--- src/core/cr_pkg.sv ---
// Purpose: Shared constants and types for the cold redundancy controller
// Assumes: Share level arrives as a 12-bit code in 10 mV steps (800 = 8.0 V)
// Notes:   Thresholds are per-model tuning points; edit here only
package cr_pkg;

  // SMBus addressing and command
  localparam logic [6:0]  DEV_ADDR      = 7'h58;  // Arbitrary default slave address
  localparam logic [7:0]  CMD_ROLE_CFG  = 8'hd0;
  localparam logic [7:0]  PEC_POLY      = 8'h07;
  localparam logic [7:0]  PEC_INIT      = 8'h00;
  localparam logic [3:0]  BIT_ACK       = 4'h8;   // Bit count at the ack slot

  // Role register values
  localparam logic [7:0]  ROLE_STANDARD = 8'h00;  // Also the reset value
  localparam logic [7:0]  ROLE_ACTIVE   = 8'h01;
  localparam logic [7:0]  ROLE_STBY1    = 8'h02;
  localparam logic [7:0]  ROLE_STBY2    = 8'h03;
  localparam logic [7:0]  ROLE_STBY3    = 8'h04;

  // Share thresholds, 10 mV per code
  localparam int          SHARE_W       = 12;
  localparam logic [11:0] WAKE_LVL1     = 12'h140; // 3.20 V
  localparam logic [11:0] SLEEP_LVL1    = 12'h090; // 1.44 V
  localparam logic [11:0] WAKE_LVL2     = 12'h1f4; // 5.00 V
  localparam logic [11:0] SLEEP_LVL2    = 12'h12d; // 3.01 V
  localparam logic [11:0] WAKE_LVL3     = 12'h29e; // 6.70 V
  localparam logic [11:0] SLEEP_LVL3    = 12'h1c4; // 4.52 V

  // Synchroniser bit positions and idle levels
  localparam int          SYN_W         = 7;
  localparam int          SY_SCL        = 0;
  localparam int          SY_SDA        = 1;
  localparam int          SY_WAKE       = 2;
  localparam int          SY_ONREQ_N    = 3;
  localparam int          SY_REDEN_N    = 4;
  localparam int          SY_FAULT      = 5;
  localparam int          SY_VLOW       = 6;
  localparam logic [6:0]  SYN_IDLE      = 7'h1f;
  localparam logic [2:0]  DRV_HIST_RST  = 3'h0;

  typedef enum logic [3:0] {
    CS_OFF   = 4'h1,
    CS_ON    = 4'h2,
    CS_SLEEP = 4'h4,
    CS_AWAKE = 4'h8
  } ctrl_state_t;

  typedef enum logic [6:0] {
    BS_IDLE  = 7'h01,
    BS_ADDR  = 7'h02,
    BS_CMD   = 7'h04,
    BS_WDATA = 7'h08,
    BS_WPEC  = 7'h10,
    BS_RDATA = 7'h20,
    BS_RPEC  = 7'h40
  } bus_state_t;

endpackage

--- src/core/cold_redundancy_controller.sv ---
// Purpose: Cold redundancy role register, wake/fault line and standby gating
// Assumes: One 25 MHz clock; share level code is made on the same clock
// Notes:   Role register reached over SMBus byte read/write; PEC needed on writes, optional on reads
`timescale 1ns/100ps
module cold_redundancy_controller
(
  // Clock and reset
  input  wire logic                        CLK_SYS,
  input  wire logic                        RST_N,
  // SMBus pins (open drain data)
  input  wire logic                        SMB_SCL_I,
  input  wire logic                        SMB_SDA_I,
  output logic                             SMB_SDA_O,
  output logic                             SMB_SDA_OE_N,
  // Shared wake/fault line
  input  wire logic                        WAKE_FAULT_I,
  output logic                             WAKE_FAULT_O,
  output logic                             WAKE_FAULT_OE_N,
  // Supply pins and internal status
  input  wire logic                        SUPPLY_ON_REQUEST_N,
  input  wire logic                        REDUNDANCY_ENABLE_N,
  input  wire logic                        INTERNAL_FAULT,
  input  wire logic                        VOUT_UNDER_FAULT,
  input  wire logic                        CONV_POWER_GOOD,
  input  wire logic [cr_pkg::SHARE_W-1:0]  SHARE_LEVEL,
  // Power stage controls
  output logic                             MAIN_ON,
  output logic                             POWER_GOOD,
  output logic                             FANS_ON,
  output logic                             DUMMY_LOAD_ON,
  output logic                             SOFT_START_EN,
  output logic                             STATUS_REPORT_EN,
  output logic [7:0]                       ROLE
);
  import cr_pkg::*;

  logic [SYN_W-1:0]   syn1_r;
  logic [SYN_W-1:0]   syn2_r;
  logic               scl_d_r;
  logic               sda_d_r;
  logic               pg_s1_r;
  logic               pg_s2_r;
  bus_state_t         bus_r;
  logic [3:0]         bit_cnt_r;
  logic [7:0]         shift_r;
  logic [7:0]         tx_sh_r;
  logic [7:0]         crc_r;
  logic [7:0]         crc_nxt;
  logic [7:0]         wdata_r;
  logic               cmd_ok_r;
  logic               wr_stb_r;
  logic [7:0]         role_r;
  logic [2:0]         drv_hist_r;
  ctrl_state_t        ctrl_r;
  ctrl_state_t        ctrl_nxt;
  logic               scl_rise;
  logic               scl_fall;
  logic               bus_start;
  logic               bus_stop;
  logic               fault_now;
  logic               ext_low;
  logic               stby_cond;

  // Role decode, shared by several places
  function automatic logic is_standby(input logic [7:0] r);
    return (r == ROLE_STBY1) || (r == ROLE_STBY2) || (r == ROLE_STBY3);
  endfunction

  function automatic logic role_valid(input logic [7:0] r);
    return (r == ROLE_STANDARD) || (r == ROLE_ACTIVE) || is_standby(r);
  endfunction

  // Wake and sleep thresholds per position
  function automatic logic [11:0] wake_share_level(input logic [7:0] r);
    case (r)
      ROLE_STBY1: return WAKE_LVL1;
      ROLE_STBY2: return WAKE_LVL2;
      default:    return WAKE_LVL3;
    endcase
  endfunction

  function automatic logic [11:0] sleep_share_level(input logic [7:0] r);
    case (r)
      ROLE_STBY1: return SLEEP_LVL1;
      ROLE_STBY2: return SLEEP_LVL2;
      default:    return SLEEP_LVL3;
    endcase
  endfunction

  // Two-flop synchronisers for every pin from outside the clock domain
  always_ff @(posedge CLK_SYS)
  begin
    if (!RST_N)
    begin
      syn1_r  <= SYN_IDLE;
      syn2_r  <= SYN_IDLE;
      scl_d_r <= 1'b1;
      sda_d_r <= 1'b1;
      pg_s1_r <= 1'b0;
      pg_s2_r <= 1'b0;
    end
    else
    begin
      syn1_r  <= {VOUT_UNDER_FAULT, INTERNAL_FAULT, REDUNDANCY_ENABLE_N,
                  SUPPLY_ON_REQUEST_N, WAKE_FAULT_I, SMB_SDA_I, SMB_SCL_I};
      syn2_r  <= syn1_r;
      scl_d_r <= syn2_r[SY_SCL];
      sda_d_r <= syn2_r[SY_SDA];
      pg_s1_r <= CONV_POWER_GOOD;
      pg_s2_r <= pg_s1_r;
    end
  end

  // Bus conditions, seen only after synchronisation
  assign scl_rise  = syn2_r[SY_SCL] & ~scl_d_r;
  assign scl_fall  = ~syn2_r[SY_SCL] & scl_d_r;
  assign bus_start = syn2_r[SY_SCL] & scl_d_r & sda_d_r & ~syn2_r[SY_SDA];
  assign bus_stop  = syn2_r[SY_SCL] & scl_d_r & ~sda_d_r & syn2_r[SY_SDA];

  pec_crc8_step u_pec
  (
    .crc_in  (crc_r),
    .data_in (shift_r),
    .crc_out (crc_nxt)
  );

  // SMBus byte engine: only the role command is acknowledged
  always_ff @(posedge CLK_SYS)
  begin
    if (!RST_N)
    begin
      bus_r        <= BS_IDLE;
      bit_cnt_r    <= 4'h0;
      shift_r      <= 8'h00;
      tx_sh_r      <= 8'h00;
      crc_r        <= PEC_INIT;
      wdata_r      <= 8'h00;
      cmd_ok_r     <= 1'b0;
      wr_stb_r     <= 1'b0;
      SMB_SDA_OE_N <= 1'b1;
    end
    else
    begin
      wr_stb_r <= 1'b0;
      if (bus_start)
      begin
        bus_r        <= BS_ADDR;
        bit_cnt_r    <= 4'h0;
        SMB_SDA_OE_N <= 1'b1;
        // A repeated start after the command keeps the running code
        if (bus_r != BS_WDATA)
          crc_r <= PEC_INIT;
      end
      else if (bus_stop)
      begin
        bus_r        <= BS_IDLE;
        cmd_ok_r     <= 1'b0;
        SMB_SDA_OE_N <= 1'b1;
      end
      else
      begin
        if (scl_rise)
        begin
          if (bit_cnt_r == BIT_ACK)
          begin
            bit_cnt_r <= 4'h0;
            // Master ack after our data byte asks for the PEC byte;
            // our own address ack still pulls SDA, so it is not taken
            if (bus_r == BS_RDATA && SMB_SDA_OE_N && !syn2_r[SY_SDA])
            begin
              bus_r   <= BS_RPEC;
              tx_sh_r <= crc_r;
            end
            else if (SMB_SDA_OE_N && (bus_r == BS_RDATA || bus_r == BS_RPEC))
              bus_r <= BS_IDLE;
          end
          else
          begin
            shift_r   <= {shift_r[6:0], syn2_r[SY_SDA]};
            bit_cnt_r <= bit_cnt_r + 4'h1;
          end
        end
        if (scl_fall)
        begin
          if (bit_cnt_r == BIT_ACK)
          begin
            SMB_SDA_OE_N <= 1'b1;
            if (bus_r != BS_WPEC && bus_r != BS_RPEC)
              crc_r <= crc_nxt;
            case (bus_r)
              BS_ADDR:
              begin
                if (shift_r[7:1] != DEV_ADDR)
                  bus_r <= BS_IDLE;
                else if (!shift_r[0])
                begin
                  SMB_SDA_OE_N <= 1'b0;
                  bus_r        <= BS_CMD;
                end
                else if (cmd_ok_r)
                begin
                  SMB_SDA_OE_N <= 1'b0;
                  bus_r        <= BS_RDATA;
                  tx_sh_r      <= role_r;
                end
                else
                  bus_r <= BS_IDLE;
              end
              BS_CMD:
              begin
                if (shift_r == CMD_ROLE_CFG)
                begin
                  SMB_SDA_OE_N <= 1'b0;
                  cmd_ok_r     <= 1'b1;
                  bus_r        <= BS_WDATA;
                end
                else
                  bus_r <= BS_IDLE;
              end
              BS_WDATA:
              begin
                SMB_SDA_OE_N <= 1'b0;
                wdata_r      <= shift_r;
                bus_r        <= BS_WPEC;
              end
              BS_WPEC:
              begin
                // Bad PEC or unknown role is refused with a NACK
                if (shift_r == crc_r && role_valid(wdata_r))
                begin
                  SMB_SDA_OE_N <= 1'b0;
                  wr_stb_r     <= 1'b1;
                end
                bus_r <= BS_IDLE;
              end
              default:
              begin
              end
            endcase
          end
          else if (bus_r == BS_RDATA || bus_r == BS_RPEC)
          begin
            SMB_SDA_OE_N <= tx_sh_r[7];
            tx_sh_r      <= {tx_sh_r[6:0], 1'b0};
          end
          else
            SMB_SDA_OE_N <= 1'b1;
        end
      end
    end
  end

  // Data side of the open-drain pin never drives high
  always_ff @(posedge CLK_SYS)
  begin
    SMB_SDA_O <= 1'b0;
  end

  // A low line while we have not pulled it in the last cycles is external
  always_ff @(posedge CLK_SYS)
  begin
    if (!RST_N)
      drv_hist_r <= DRV_HIST_RST;
    else
      drv_hist_r <= {drv_hist_r[1:0], ~WAKE_FAULT_OE_N & ~WAKE_FAULT_O};
  end

  assign ext_low   = ~syn2_r[SY_WAKE] & ~(|drv_hist_r);
  assign fault_now = syn2_r[SY_FAULT] | (syn2_r[SY_VLOW] & MAIN_ON);
  assign stby_cond = ~syn2_r[SY_ONREQ_N] & syn2_r[SY_REDEN_N]
                     & is_standby(role_r);

  // Role register; the hardware rewrite wins over a bus write
  always_ff @(posedge CLK_SYS)
  begin
    if (!RST_N)
      role_r <= ROLE_STANDARD;
    else if (is_standby(role_r) && ext_low)
      role_r <= ROLE_STANDARD;
    else if (wr_stb_r)
      role_r <= wdata_r;
  end

  // Supply state: standby moves on the share comparison; sleep also wakes on an external low on the wake line
  always_comb
  begin
    ctrl_nxt = ctrl_r;
    if (syn2_r[SY_ONREQ_N])
      ctrl_nxt = CS_OFF;
    else if (!stby_cond)
      ctrl_nxt = CS_ON;
    else
    begin
      case (ctrl_r)
        CS_SLEEP:
          if (SHARE_LEVEL >= wake_share_level(role_r) || ext_low)
            ctrl_nxt = CS_AWAKE;
        CS_AWAKE:
          if (SHARE_LEVEL < sleep_share_level(role_r))
            ctrl_nxt = CS_SLEEP;
        default:
          ctrl_nxt = CS_SLEEP;
      endcase
    end
  end

  always_ff @(posedge CLK_SYS)
  begin
    if (!RST_N)
      ctrl_r <= CS_OFF;
    else
      ctrl_r <= ctrl_nxt;
  end

  // Power stage controls, registered from the next state
  always_ff @(posedge CLK_SYS)
  begin
    if (!RST_N)
    begin
      MAIN_ON          <= 1'b0;
      POWER_GOOD       <= 1'b0;
      FANS_ON          <= 1'b0;
      DUMMY_LOAD_ON    <= 1'b0;
      SOFT_START_EN    <= 1'b1;
      STATUS_REPORT_EN <= 1'b0;
    end
    else
    begin
      MAIN_ON          <= ctrl_nxt == CS_ON || ctrl_nxt == CS_AWAKE;
      // Output caps stay charged, so the system sees a good rail
      POWER_GOOD       <= ctrl_nxt == CS_SLEEP || (pg_s2_r && ctrl_nxt != CS_OFF);
      FANS_ON          <= ctrl_nxt == CS_ON || ctrl_nxt == CS_AWAKE;
      DUMMY_LOAD_ON    <= ctrl_nxt == CS_ON || ctrl_nxt == CS_AWAKE;
      // No slow ramp on wake, so the standby supply catches the load
      SOFT_START_EN    <= ctrl_nxt == CS_ON || ctrl_nxt == CS_OFF;
      STATUS_REPORT_EN <= ctrl_nxt == CS_ON;
    end
  end

  // Wake/fault line: low on fault, high for active role while supply is on, else released
  always_ff @(posedge CLK_SYS)
  begin
    if (!RST_N)
    begin
      WAKE_FAULT_O    <= 1'b0;
      WAKE_FAULT_OE_N <= 1'b1;
    end
    else if (fault_now)
    begin
      WAKE_FAULT_O    <= 1'b0;
      WAKE_FAULT_OE_N <= 1'b0;
    end
    else if (role_r == ROLE_ACTIVE && ctrl_nxt == CS_ON)
    begin
      WAKE_FAULT_O    <= 1'b1;
      WAKE_FAULT_OE_N <= 1'b0;
    end
    else
    begin
      WAKE_FAULT_O    <= 1'b0;
      WAKE_FAULT_OE_N <= 1'b1;
    end
  end

  always_ff @(posedge CLK_SYS)
  begin
    if (!RST_N)
      ROLE <= ROLE_STANDARD;
    else
      ROLE <= role_r;
  end
endmodule // cold_redundancy_controller

--- src/core/pec_crc8_step.sv ---
// Purpose: One byte step of the SMBus packet error code (CRC-8)
// Assumes: Bytes are fed most significant bit first
// Notes:   Purely combinational; the caller holds the running value
`timescale 1ns/100ps
module pec_crc8_step
(
  // Running value and new byte
  input  wire logic [7:0] crc_in,
  input  wire logic [7:0] data_in,
  // Updated value
  output logic      [7:0] crc_out
);
  import cr_pkg::*;

  // Bitwise shift through the polynomial
  always_comb
  begin
    logic [7:0] c;
    c = crc_in ^ data_in;
    for (int i = 0; i < 8; i++)
    begin
      c = c[7] ? ({c[6:0], 1'b0} ^ PEC_POLY) : {c[6:0], 1'b0};
    end
    crc_out = c;
  end
endmodule // pec_crc8_step

--- config.mk ---
export PLATFORM = sky130hd
export DESIGN_NAME = cold_redundancy_controller
export DESIGN_NICKNAME = d
export VERILOG_FILES = /design/src/core/cr_pkg.sv /design/src/core/cold_redundancy_controller.sv /design/src/core/pec_crc8_step.sv
export SDC_FILE = /design/constraint.sdc
export NUM_CORES = 1
export LEC_CHECK = 0
export BUFFER_PORTS_ARGS = -buffer_cell sky130_fd_sc_hd__buf_2
export CORE_MARGIN = 2
export CORE_UTILIZATION = 35
export DETAILED_ROUTE_END_ITERATION = 10
export GPL_TIMING_DRIVEN = 0
export PLACE_DENSITY_LB_ADDON = 0.12
export SLEW_MARGIN = 20
export SYNTH_ARGS = -nofsm -noshare
export SYNTH_HDL_FRONTEND = slang
export SYNTH_SLANG_ARGS = --single-unit
--- constraint.sdc ---
create_clock -name CLK_SYS -period 2.8 [get_ports CLK_SYS]
set_clock_uncertainty 0.2 [all_clocks]
set_input_delay 0.42 -clock CLK_SYS [delete_from_list [all_inputs] [get_ports CLK_SYS]]
set_output_delay 0.42 -clock CLK_SYS [all_outputs]
set_load 0.05 [all_outputs]
==> results of run 1 <==
-- worst max-delay path: cells and delay by family (launching register included) --
kind / cells / cell delay (ns)
simple gates: 5 / 1.00
buf+inv: 2 / 0.17
compound gates: 3 / 0.63
fa+ha+maj: 1 / 0.29
flops: 1 / 0.34
-- metal layers --
layer | share of wire (%) | GRT usage, %
met3 | 2.5 | 4.23
met1 | 48 | 21.3
met5 | 0 | 0
met2 | 48 | 28.4
met4 | 1.5 | 5.27
-- worst max-delay path by stage --
stage,cells past startpoint,slack [ns],to,startpoint
3_3_place_gp,11,-0.49,DUMMY_LOAD_ON$_SDFF_PN0_,role_r[3]$_SDFFE_PP0P_
6_report,11,0.08,DUMMY_LOAD_ON$_SDFF_PN0_,role_r[4]$_SDFFE_PP0P_
4_1_cts,11,0.006,DUMMY_LOAD_ON$_SDFF_PN0_,role_r[4]$_SDFFE_PP0P_
3_5_place_dp,11,-0.59,POWER_GOOD$_SDFF_PN0_,role_r[3]$_SDFFE_PP0P_
5_1_grt,11,-0.06,DUMMY_LOAD_ON$_SDFF_PN0_,role_r[4]$_SDFFE_PP0P_
2_1_floorplan,11,0.04,DUMMY_LOAD_ON$_SDFF_PN0_,role_r[3]$_SDFFE_PP0P_
-- state kept, by name, summed over array words and instances (netlist names), 3 cells and up --
register and cells:
ctrl_r 4, wdata_r 8, bus_r 7, crc_r 8
role_r 8, ROLE 8, syn1_r 7, bit_cnt_r 4
drv_hist_r 3, tx_sh_r 8, shift_r 8, syn2_r 7
-- power groups by stage --
| stage | logic [W] | registers (W) | clock network [W] |
|---|---|---|---|
| after floorplan | 0.0000903 | 0.00138 | 0 |
| after global placement | 0.000146 | 0.00138 | 0 |
| after detailed placement | 0.000148 | 0.00138 | 0 |
| after CTS | 0.000153 | 0.00135 | 0.00116 |
| after global routing | 0.000171 | 0.00135 | 0.00122 |
| final | 0.000155 | 0.00135 | 0.00112 |
-- per-stage QoR --
step / setup TNS [ns] / power [W] / setup WS [ns] / instances
after floorplan: 0 / 0.00147 / 0.0398 / 500
after global placement: -1.80 / 0.00152 / -0.494 / 710
after detailed placement: -2.07 / 0.00153 / -0.594 / 710
after CTS: 0 / 0.00267 / 0.00623 / 730
after global routing: -0.128 / 0.00274 / -0.0624 / 730
final: 0 / 0.00263 / 0.0841 / 730
-- logic make-up (layout without fill, tap and decap cells) --
kind of cell / after synthesis / in the layout / share of synthesized area (%)
buf+inv: 43 / 101 / 4.23
compound gates: 84 / 84 / 13.6
mux: 18 / 18 / 4.03
other cells: 1 / 1 / 0.0834
flops: 93 / 93 / 41.4
fa+ha+maj: 19 / 19 / 5.29
simple gates: 217 / 217 / 26.5
xor+xnor: 25 / 25 / 4.87
-- layout make-up --
type | instances | area share [%]
multi-input combinational | 364 | 48.0
buffer | 30 | 2.66
clock inverter | 3 | 0.400
tap | 172 | 4.05
timing repair buffer | 43 | 4.28
inverter | 12 | 0.847
clock buffer | 13 | 4.71
sequential | 93 | 35.1
-- repair_timing --
action / CTS / global route
setup endpoints to repair: 4 / 14
pin swaps: 7 / 9
buffers inserted: 4 / 1
resized for setup: 17 / 5
-- layout by cell type (no fill, tap or decap), types with 8 or more instances in the layout --
master / n
buf_2: 40
clkbuf_16: 9
nand2b_1: 17
nor2b_1: 17
buf_4: 10
a21oi_1: 14
a22oi_1: 9
nand4_1: 8
dfxtp_1: 90
a21boi_0: 16
clkbuf_1: 24
nand2_1: 54
nand3_1: 20
ha_1: 16
inv_1: 9
nor2_1: 30
and2_1: 18
xnor2_1: 19
mux2i_1: 17
a211o_1: 10
==> impl_results.md, run 1 <==
- Crit path cell chain: or3_4 > nor4b_4 > inv_2 > nor2_4 > inv_2 > ha_4 > nand2_1 > nor3_2 > o2111ai_1 > o211a_1 > a31oi_1
- Most instantiated cells after synthesis: dfxtp_1 (93), nand2_1 (55), nor2_1 (31)
- Synth-to-Final Area Change: 18.3%
- Final min period: approximately 2.7 ns
- Die Area: between 10,000 and 15,000 µm²
- CTS tree: yes
- Clk_lat worst skew: about 0.35 ns
- Most frequent CP cell: inv_2
- Fin util: 42.3%
- WHS Endpoint: syn1_r[0]$_SDFF_PN1_
- Design area: 5320 µm²
- CTS Sinks: a little over 90
- R2R Path End: DUMMY_LOAD_ON$_SDFF_PN0_
- First-pass GRT wire length: between 15 and 20 mm
- Worst EP required: between 2 and 3 ns
- Post-DP Area: approximately 5000 µm²
- HPWL after detailed placement: between 8 and 9 mm
- Clock power frac: 42.8%
- Post-synthesis sequential area ratio: around two fifths
- Hold_sp: SMB_SCL_I
- Fillcell total: ~1,300
- Vias: 3,613
- Max VDD drop: 0.270 mV
- Initial DRC count: 126
- Max Cap Violations: 0
- Avg Cell Area, Syn: 8.99 µm²
- Worst reg-to-reg path cell count: 11
- Critical setup path kind: flip-flop to flip-flop
- F_max: 368 MHz
- Number of synthesized flops with an enable pin: 0
- Hold_ws: 0.0597 ns
- CP max stage delay: 0.39 ns
- Initial Utilization: 35.8%
- Cell Area, Synth: 4500 µm²
- Total core area: 12,600 µm²
- Launching point of the worst reg2reg path: role_r[4]$_SDFFE_PP0P_
- Logic pwr share: under 10%
- Routability cong.: 0.824
- H-tree levels: 3
- Pwr per Cell Area: 494 nW/µm²
- Gr usage total: 16.9%
- Worst Path Arrival: 2.78 ns
- Post-Syn Instances: 500
- Synthesized Nets: 541
- Top cells by area, synth: dfxtp_1 (41%), ha_1 (5.3%), nand2_1 (4.6%), xnor2_1 (3.9%), mux2i_1 (3.8%)
- Async SR Flop Fraction: 0%
- TritonCTS Buffers: 9
- Crit path max-delay cell type: or3_4
- Vias/cell: 4.95
- Pint: 0.00203 W
- NumNets Final: 594
- Worst-path maximum fanout: 4
- Switch share: between 20% and 30%
- Worst min path class: input pin to flip-flop
- Row count: 41
- CP Launch Type: flip-flop
- Worst Tran Pin Value: 0.710 ns
- RSZ-0062 raised after global routing: true
- CP Capture Type: flip-flop
- Number of distinct library cells after synthesis: 64
- Endpoints failing hold: 0
- CTS clk-pin slew, worst paths: 0.06 ns
- FF+latch area: 1870 µm²
- Synth top area share: 41.4%
- Die width: 117 µm
- Grt ovf: 0
- Number of global-route vias before repair: 3,556
- Final Slew Violations: 0
- # port buffers: 38
- CTS root buf: clkbuf_16
- Rel. slew slack: between 50% and 60%
- P_leak: about 2.0 nW
- Sequential power share: between 50% and 60%
- WL/cell: 15.4 µm
- Flop2flop setup slack: 0.08 ns
- Multi-input logic area: 2550 µm²
- DRC: 0
- Cell taking the most area after synthesis: dfxtp_1
- Tcrit/Tclk final: 97.0%
- Synthesis Warnings: 0
- Ant diodes: 0
- Leading register cell type out of synthesis: dfxtp_1
- Hold Buf Count CTS: 0
- Buffer levels on the longest clock path: 2
- WHS Path Cells: 2
- Most frequent cell after synthesis: dfxtp_1
- Final setup viols: 0
- Largest net degree at the start of global routing: 15
- Fraction of layout cells with a size suffix above 1: 16.8%
- Die Span Y: 117 µm
- Final ANT Viol Nets: 0
- Final WL: 11.3 mm
- Number of synthesized register bits: 93
- Antenna violations before repair: 0
- Outcome: completed
- NetSw: between 0.0005 and 0.0006 W
- Pre-antenna DRT Iters: 4
- Ports: 40
(Power assumes the default switching activity.)
==> run 2, diff against run 1 <==
- CORE_ASPECT_RATIO: default -> 1.25
- CORE_MARGIN: 2 -> 3
- CORE_UTILIZATION: 35 -> 54
==> impl_results.md, run 2 (same netlist as run 1, synthesis figures left out) <==
- CP Launch Type: flip-flop
- Crit path cell chain: or3_4 > nor4b_4 > inv_2 > nor2_4 > inv_2 > ha_4 > nand2_1 > nor3_2 > o2111ai_2 > o211a_1 > a31oi_1
- Clk_lat worst skew: 0.36 ns
- Final min period: 2.78 ns
- Worst setup margin: 0.0159 ns
- Max VDD drop: approximately 0.34 mV
- DRC: 0
- # port buffers: 38
- Final setup viols: 0
- Critical setup path kind: flip-flop to flip-flop
- Total core area: 7930 µm²
- Routability cong.: 0.877
- Fraction of layout cells with a size suffix above 1: 18.1%
- Final WL: roughly 11 mm
- Final ANT Viol Nets: 0
- Worst EP required: 2.88 ns
- Endpoints failing hold: 0
- Worst Path Arrival: between 2 and 3 ns
- Largest net degree at the start of global routing: 17
- P_leak: 2.01 nW
- Die Span Y: between 100 and 150 µm
- Delay-heaviest family, CP: simple AND/OR/NAND/NOR gates
- Crit path max-delay cell type: or3_4
- Pre-CTS setup slack: -0.477 ns
- Pre-antenna DRT Iters: 4
- HPWL after detailed placement: 7.81 mm
- CTS root buf: clkbuf_8
- Tcrit/Tclk final: 99.4%
- Initial Utilization: 56.7%
- Ant diodes: 0
- Number of global-route vias before repair: ~3,500
- Vias: 3,739
- Most common cell after layout, fill and taps aside: dfxtp_1
- WL/cell: 16.2 µm
- Rel. slew slack: ~53%
- Worst-path maximum fanout: 4
- Row count: 36
- Pwr per Cell Area: 463 nW/µm²
- CTS Sinks: 93
- Met3 wire length: roughly 450 µm
- Top sig layer: met4
- First-pass GRT wire length: 17.0 mm
- Ports: 40
- Vias/cell: between 5 and 6
- Gr usage total: 23.1%
- NumNets Final: ~590
- Max Cap Violations: 0
- Synth-to-Final Area Change: 15.3%
- Final Slew Violations: 0
- CP Buf/Inv Count: 2
- Hold_ws: 0.0369 ns
- Grt ovf: 0
- Initial DRC count: between 200 and 250
- Worst min path class: input pin to flip-flop
- Outcome: completed
- CTS clk-pin slew, worst paths: 0.09 ns
- CP max stage delay: 0.41 ns
- Met2 wire length: 5.49 mm
- CTS tree: yes
- Wl on met1: 4.39 mm
- Fillcell total: 652
- RSZ-0062 raised after global routing: true
- Die width: just under 90 µm
- Commonest non-fill, non-tap cells in the layout: dfxtp_1 (91), nand2_1 (53), buf_2 (40)
- F_max: approximately 360 MHz
- Most frequent CP cell: inv_2
- Worst Tran Pin Value: 0.696 ns
- CP Capture Type: flip-flop
- Buffer levels on the longest clock path: 2
- TritonCTS Buffers: 9
- Antenna violations before repair: 0
- H-tree levels: 3
- Die Area: 9470 µm²
[run 2: where the power goes]
group          leakage, nW  switching (W)  internal (W)
combinational         1.15      0.0000942     0.0000623
sequential           0.755     0.00000893       0.00134
clock                0.100       0.000480      0.000417
[run 2: per-layer routing]
layer  vias up  track usage (%)
li1       1860                -
met1      1766             26.8
met2        95             41.9
met3        18             4.65
met4         0             7.02
met5         -                0
[run 2: worst paths after layout]
kind | start | endpoint | slack (ns) | cells after the start
max | role_r[3]$_SDFFE_PP0P_ | DUMMY_LOAD_ON$_SDFF_PN0_ | 0.02 | 11
max reg2reg | role_r[3]$_SDFFE_PP0P_ | DUMMY_LOAD_ON$_SDFF_PN0_ | 0.02 | 11
min reg2reg | syn1_r[3]$_SDFF_PN1_ | syn2_r[3]$_SDFF_PN1_ | 0.21 | 1
min | SMB_SDA_I | syn1_r[1]$_SDFF_PN1_ | 0.04 | 2
[run 2: through the flow]
step                      cell area (µm²)  power (W)  TNS [ns]  cells  util (%)
after floorplan                      4510    0.00147         0    500         -
after global placement               4820    0.00152     -1.50    633      60.8
after detailed placement             4820    0.00152     -1.74    633      60.8
after CTS                            5100    0.00241         0    653      64.4
after global routing                 5180    0.00248    -0.219    652      65.4
final                                5180    0.00240         0    652      65.4
[run 2: area by class of cell]
cell class	count	area (µm²)	area share, %
plain buffers	28	134	2.58
multi-input cells	364	2580	49.8
clock inverters	7	73.8	1.42
inverters	12	47.5	0.917
repair buffers	44	239	4.61
clock buffers	9	124	2.39
well taps	95	119	2.29
flip-flops and latches	93	1860	36.0
[run 2: what timing repair did]
item,4_1_cts,5_1_grt
endpoints found under the hold margin,0,0
hold buffers,0,0
pin swaps,7,7
gates resized for setup,14,15
gates cloned,0,0
buffers inserted,4,2
setup endpoints to repair,5,6
==> run 3, diff against run 2 <==
- CORE_UTILIZATION: 54 -> 30
- CTS_CLUSTER_SIZE: default -> 16
- GPL_ROUTABILITY_DRIVEN: default -> 0
==> impl_results.md, run 3 (same netlist as run 1, synthesis figures left out) <==
- Max Cap Violations: 0
- Hold_sp: SMB_SCL_I
- Crit path max-delay cell type: or3_4
- Hold Buf Count CTS: 0
- CP max stage delay: ~0.4 ns
- Crit path cell chain: or3_4 > nor4b_4 > inv_2 > nor2_4 > inv_4 > ha_4 > and4b_1 > nand3_1 > a211o_1 > o211a_1 > a31oi_1
- Outcome: completed
- Rel. slew slack: 51.7%
- RSZ-0062 raised after global routing: true
- Ports: 40
- CP Launch Type: flip-flop
- Critical setup path kind: flip-flop to flip-flop
- Die Span Y: 143 µm
- CTS Sinks: 93
- Tcrit/Tclk final: a little over nine tenths
- Commonest non-fill, non-tap cells in the layout: dfxtp_1 (89), nand2_1 (52), buf_2 (40)
- Vias/cell: 4.95
- R2R Path End: DUMMY_LOAD_ON$_SDFF_PN0_
- Max VDD drop: 0.232 mV
- Worst Tran Pin Value: ~0.73 ns
- Largest net degree at the start of global routing: 17
- Final setup viols: 0
- Worst Path Arrival: 2.82 ns
- Initial DRC count: 149
- CTS tree: yes
- Met2 Resource Use GR: 26.2%
- Initial Utilization: 30.9%
- DRC: 0
- Antenna violations before repair: 0
- CTS root buf: clkbuf_16
- Clk_lat worst skew: ~0.34 ns
- Row count: 49
- Endpoints failing hold: 0
- WHS Endpoint: syn1_r[0]$_SDFF_PN1_
- NumNets Final: 595
- Fin util: 37.6%
- CP Capture Type: flip-flop
- Worst EP required: 2.87 ns
- Total core area: 14,500 µm²
- Grt ovf: 0
- First-pass GRT wire length: 19.3 mm
- # port buffers: 38
- CTS clk-pin slew, worst paths: approximately 0.070 ns
- Buffer levels on the longest clock path: 2
- F_max: 363 MHz
- Gr usage total: between 15 and 20%
- WHS Path Cells: 2
- Worst-path maximum fanout: 4
- Number of global-route vias before repair: 3,698
- TritonCTS Buffers: 9
- H-tree levels: 3
- Busiest grt layer: met2
- Most common cell after layout, fill and taps aside: dfxtp_1
- CP Buf/Inv Count: 2
- Final Slew Violations: 0
- Global Route met1 Usage: between 10% and 20%
- Pre-antenna DRT Iters: 4
- Synth-to-Final Area Change: 21.5%
- Hold_ws: 0.0628 ns
- Die width: 116 µm
- HPWL after detailed placement: 8.93 mm
- Fraction of layout cells with a size suffix above 1: 18.6%
- P_leak: 2.10 nW
- Final min period: 2.76 ns
- Fillcell total: 1,480
- Die Area: 16,500 µm²
- Flop2flop setup slack: ~0.044 ns
- Final WL: 11.9 mm
- Vias: between 3,000 and 4,000
- Delay-heaviest family, CP: simple AND/OR/NAND/NOR gates
- Worst min path class: input pin to flip-flop
- Final ANT Viol Nets: 0
- Ant diodes: 0
- Met3 Use GR: under 10%
- Launching point of the worst reg2reg path: role_r[4]$_SDFFE_PP0P_
- Pwr per Cell Area: 535 nW/µm²
- Worst reg-to-reg path cell count: 11
- WL/cell: between 15 and 20 µm
[run 3: changes by cell type in the layout (fill, tap and decap cells not counted), moves of 2 or more]
cell / change
bufinv_16: +2
clkbuf_8: -9
dfxtp_1: -2
clkbuf_16: +9
clkinv_2: -2
buf_4: +3
[run 3: area by class of cell]
type	instances	area (µm²)	share of cell area, %
Sequential cell	93	1870	34.2
Tap cell	178	223	4.08
Multi-Input combinational cell	364	2590	47.5
Inverter	12	50.0	0.916
Clock inverter	6	116	2.13
Clock buffer	9	225	4.12
Timing Repair Buffer	46	250	4.58
Buffer	28	134	2.45
[run 3: how the worst max path moves through the flow]
stage,cells after the start,end,from
global route,11,DUMMY_LOAD_ON$_SDFF_PN0_,role_r[4]$_SDFFE_PP0P_
floorplan,11,DUMMY_LOAD_ON$_SDFF_PN0_,role_r[3]$_SDFFE_PP0P_
finish,11,DUMMY_LOAD_ON$_SDFF_PN0_,role_r[4]$_SDFFE_PP0P_
detailed placement,11,POWER_GOOD$_SDFF_PN0_,role_r[3]$_SDFFE_PP0P_
CTS,11,DUMMY_LOAD_ON$_SDFF_PN0_,role_r[5]$_SDFFE_PP0P_
global placement,11,DUMMY_LOAD_ON$_SDFF_PN0_,role_r[3]$_SDFFE_PP0P_
[run 3: routing by layer]
layer,wire length [µm],up-vias
met1,5200,1683
met5,0,-
met3,380,22
met2,6010,75
li1,-,1866
met4,328,0
[run 3: what timing repair did]
action                                  in CTS  in global routing
gates resized for setup                     17                 17
endpoints found under the setup margin       6                 10
pin swaps                                   12                 12
setup buffers                                6                  2
[run 3: metrics by stage]
stage	setup slack (ns)	total power (W)	instance area, µm²	TNS, ns	instances
floorplan	0.0398	0.00147	4510	0	500
global placement	-0.469	0.00153	4920	-1.79	716
detailed placement	-0.484	0.00153	4920	-1.80	716
CTS	-0.0109	0.00296	5380	-0.0109	737
global route	-0.0871	0.00303	5460	-0.203	736
finish	0.0437	0.00292	5460	0	736
[run 3: report_power, final]
part | total (W) | leakage [nW] | internal [W] | switching (W)
Clock | 0.00142 | 0.167 | 0.000878 | 0.000537
Combinational | 0.000160 | 1.18 | 0.0000627 | 0.0000974
Sequential | 0.00135 | 0.756 | 0.00134 | 0.00000910
[run 3: worst reg2reg max path, delay by kind of cell (launching register included)]
kind / cells / cell delay (ns)
flops: 1 / 0.36
fa+ha+maj: 1 / 0.30
buf+inv: 2 / 0.15
simple gates: 5 / 1.10
compound gates: 3 / 0.57
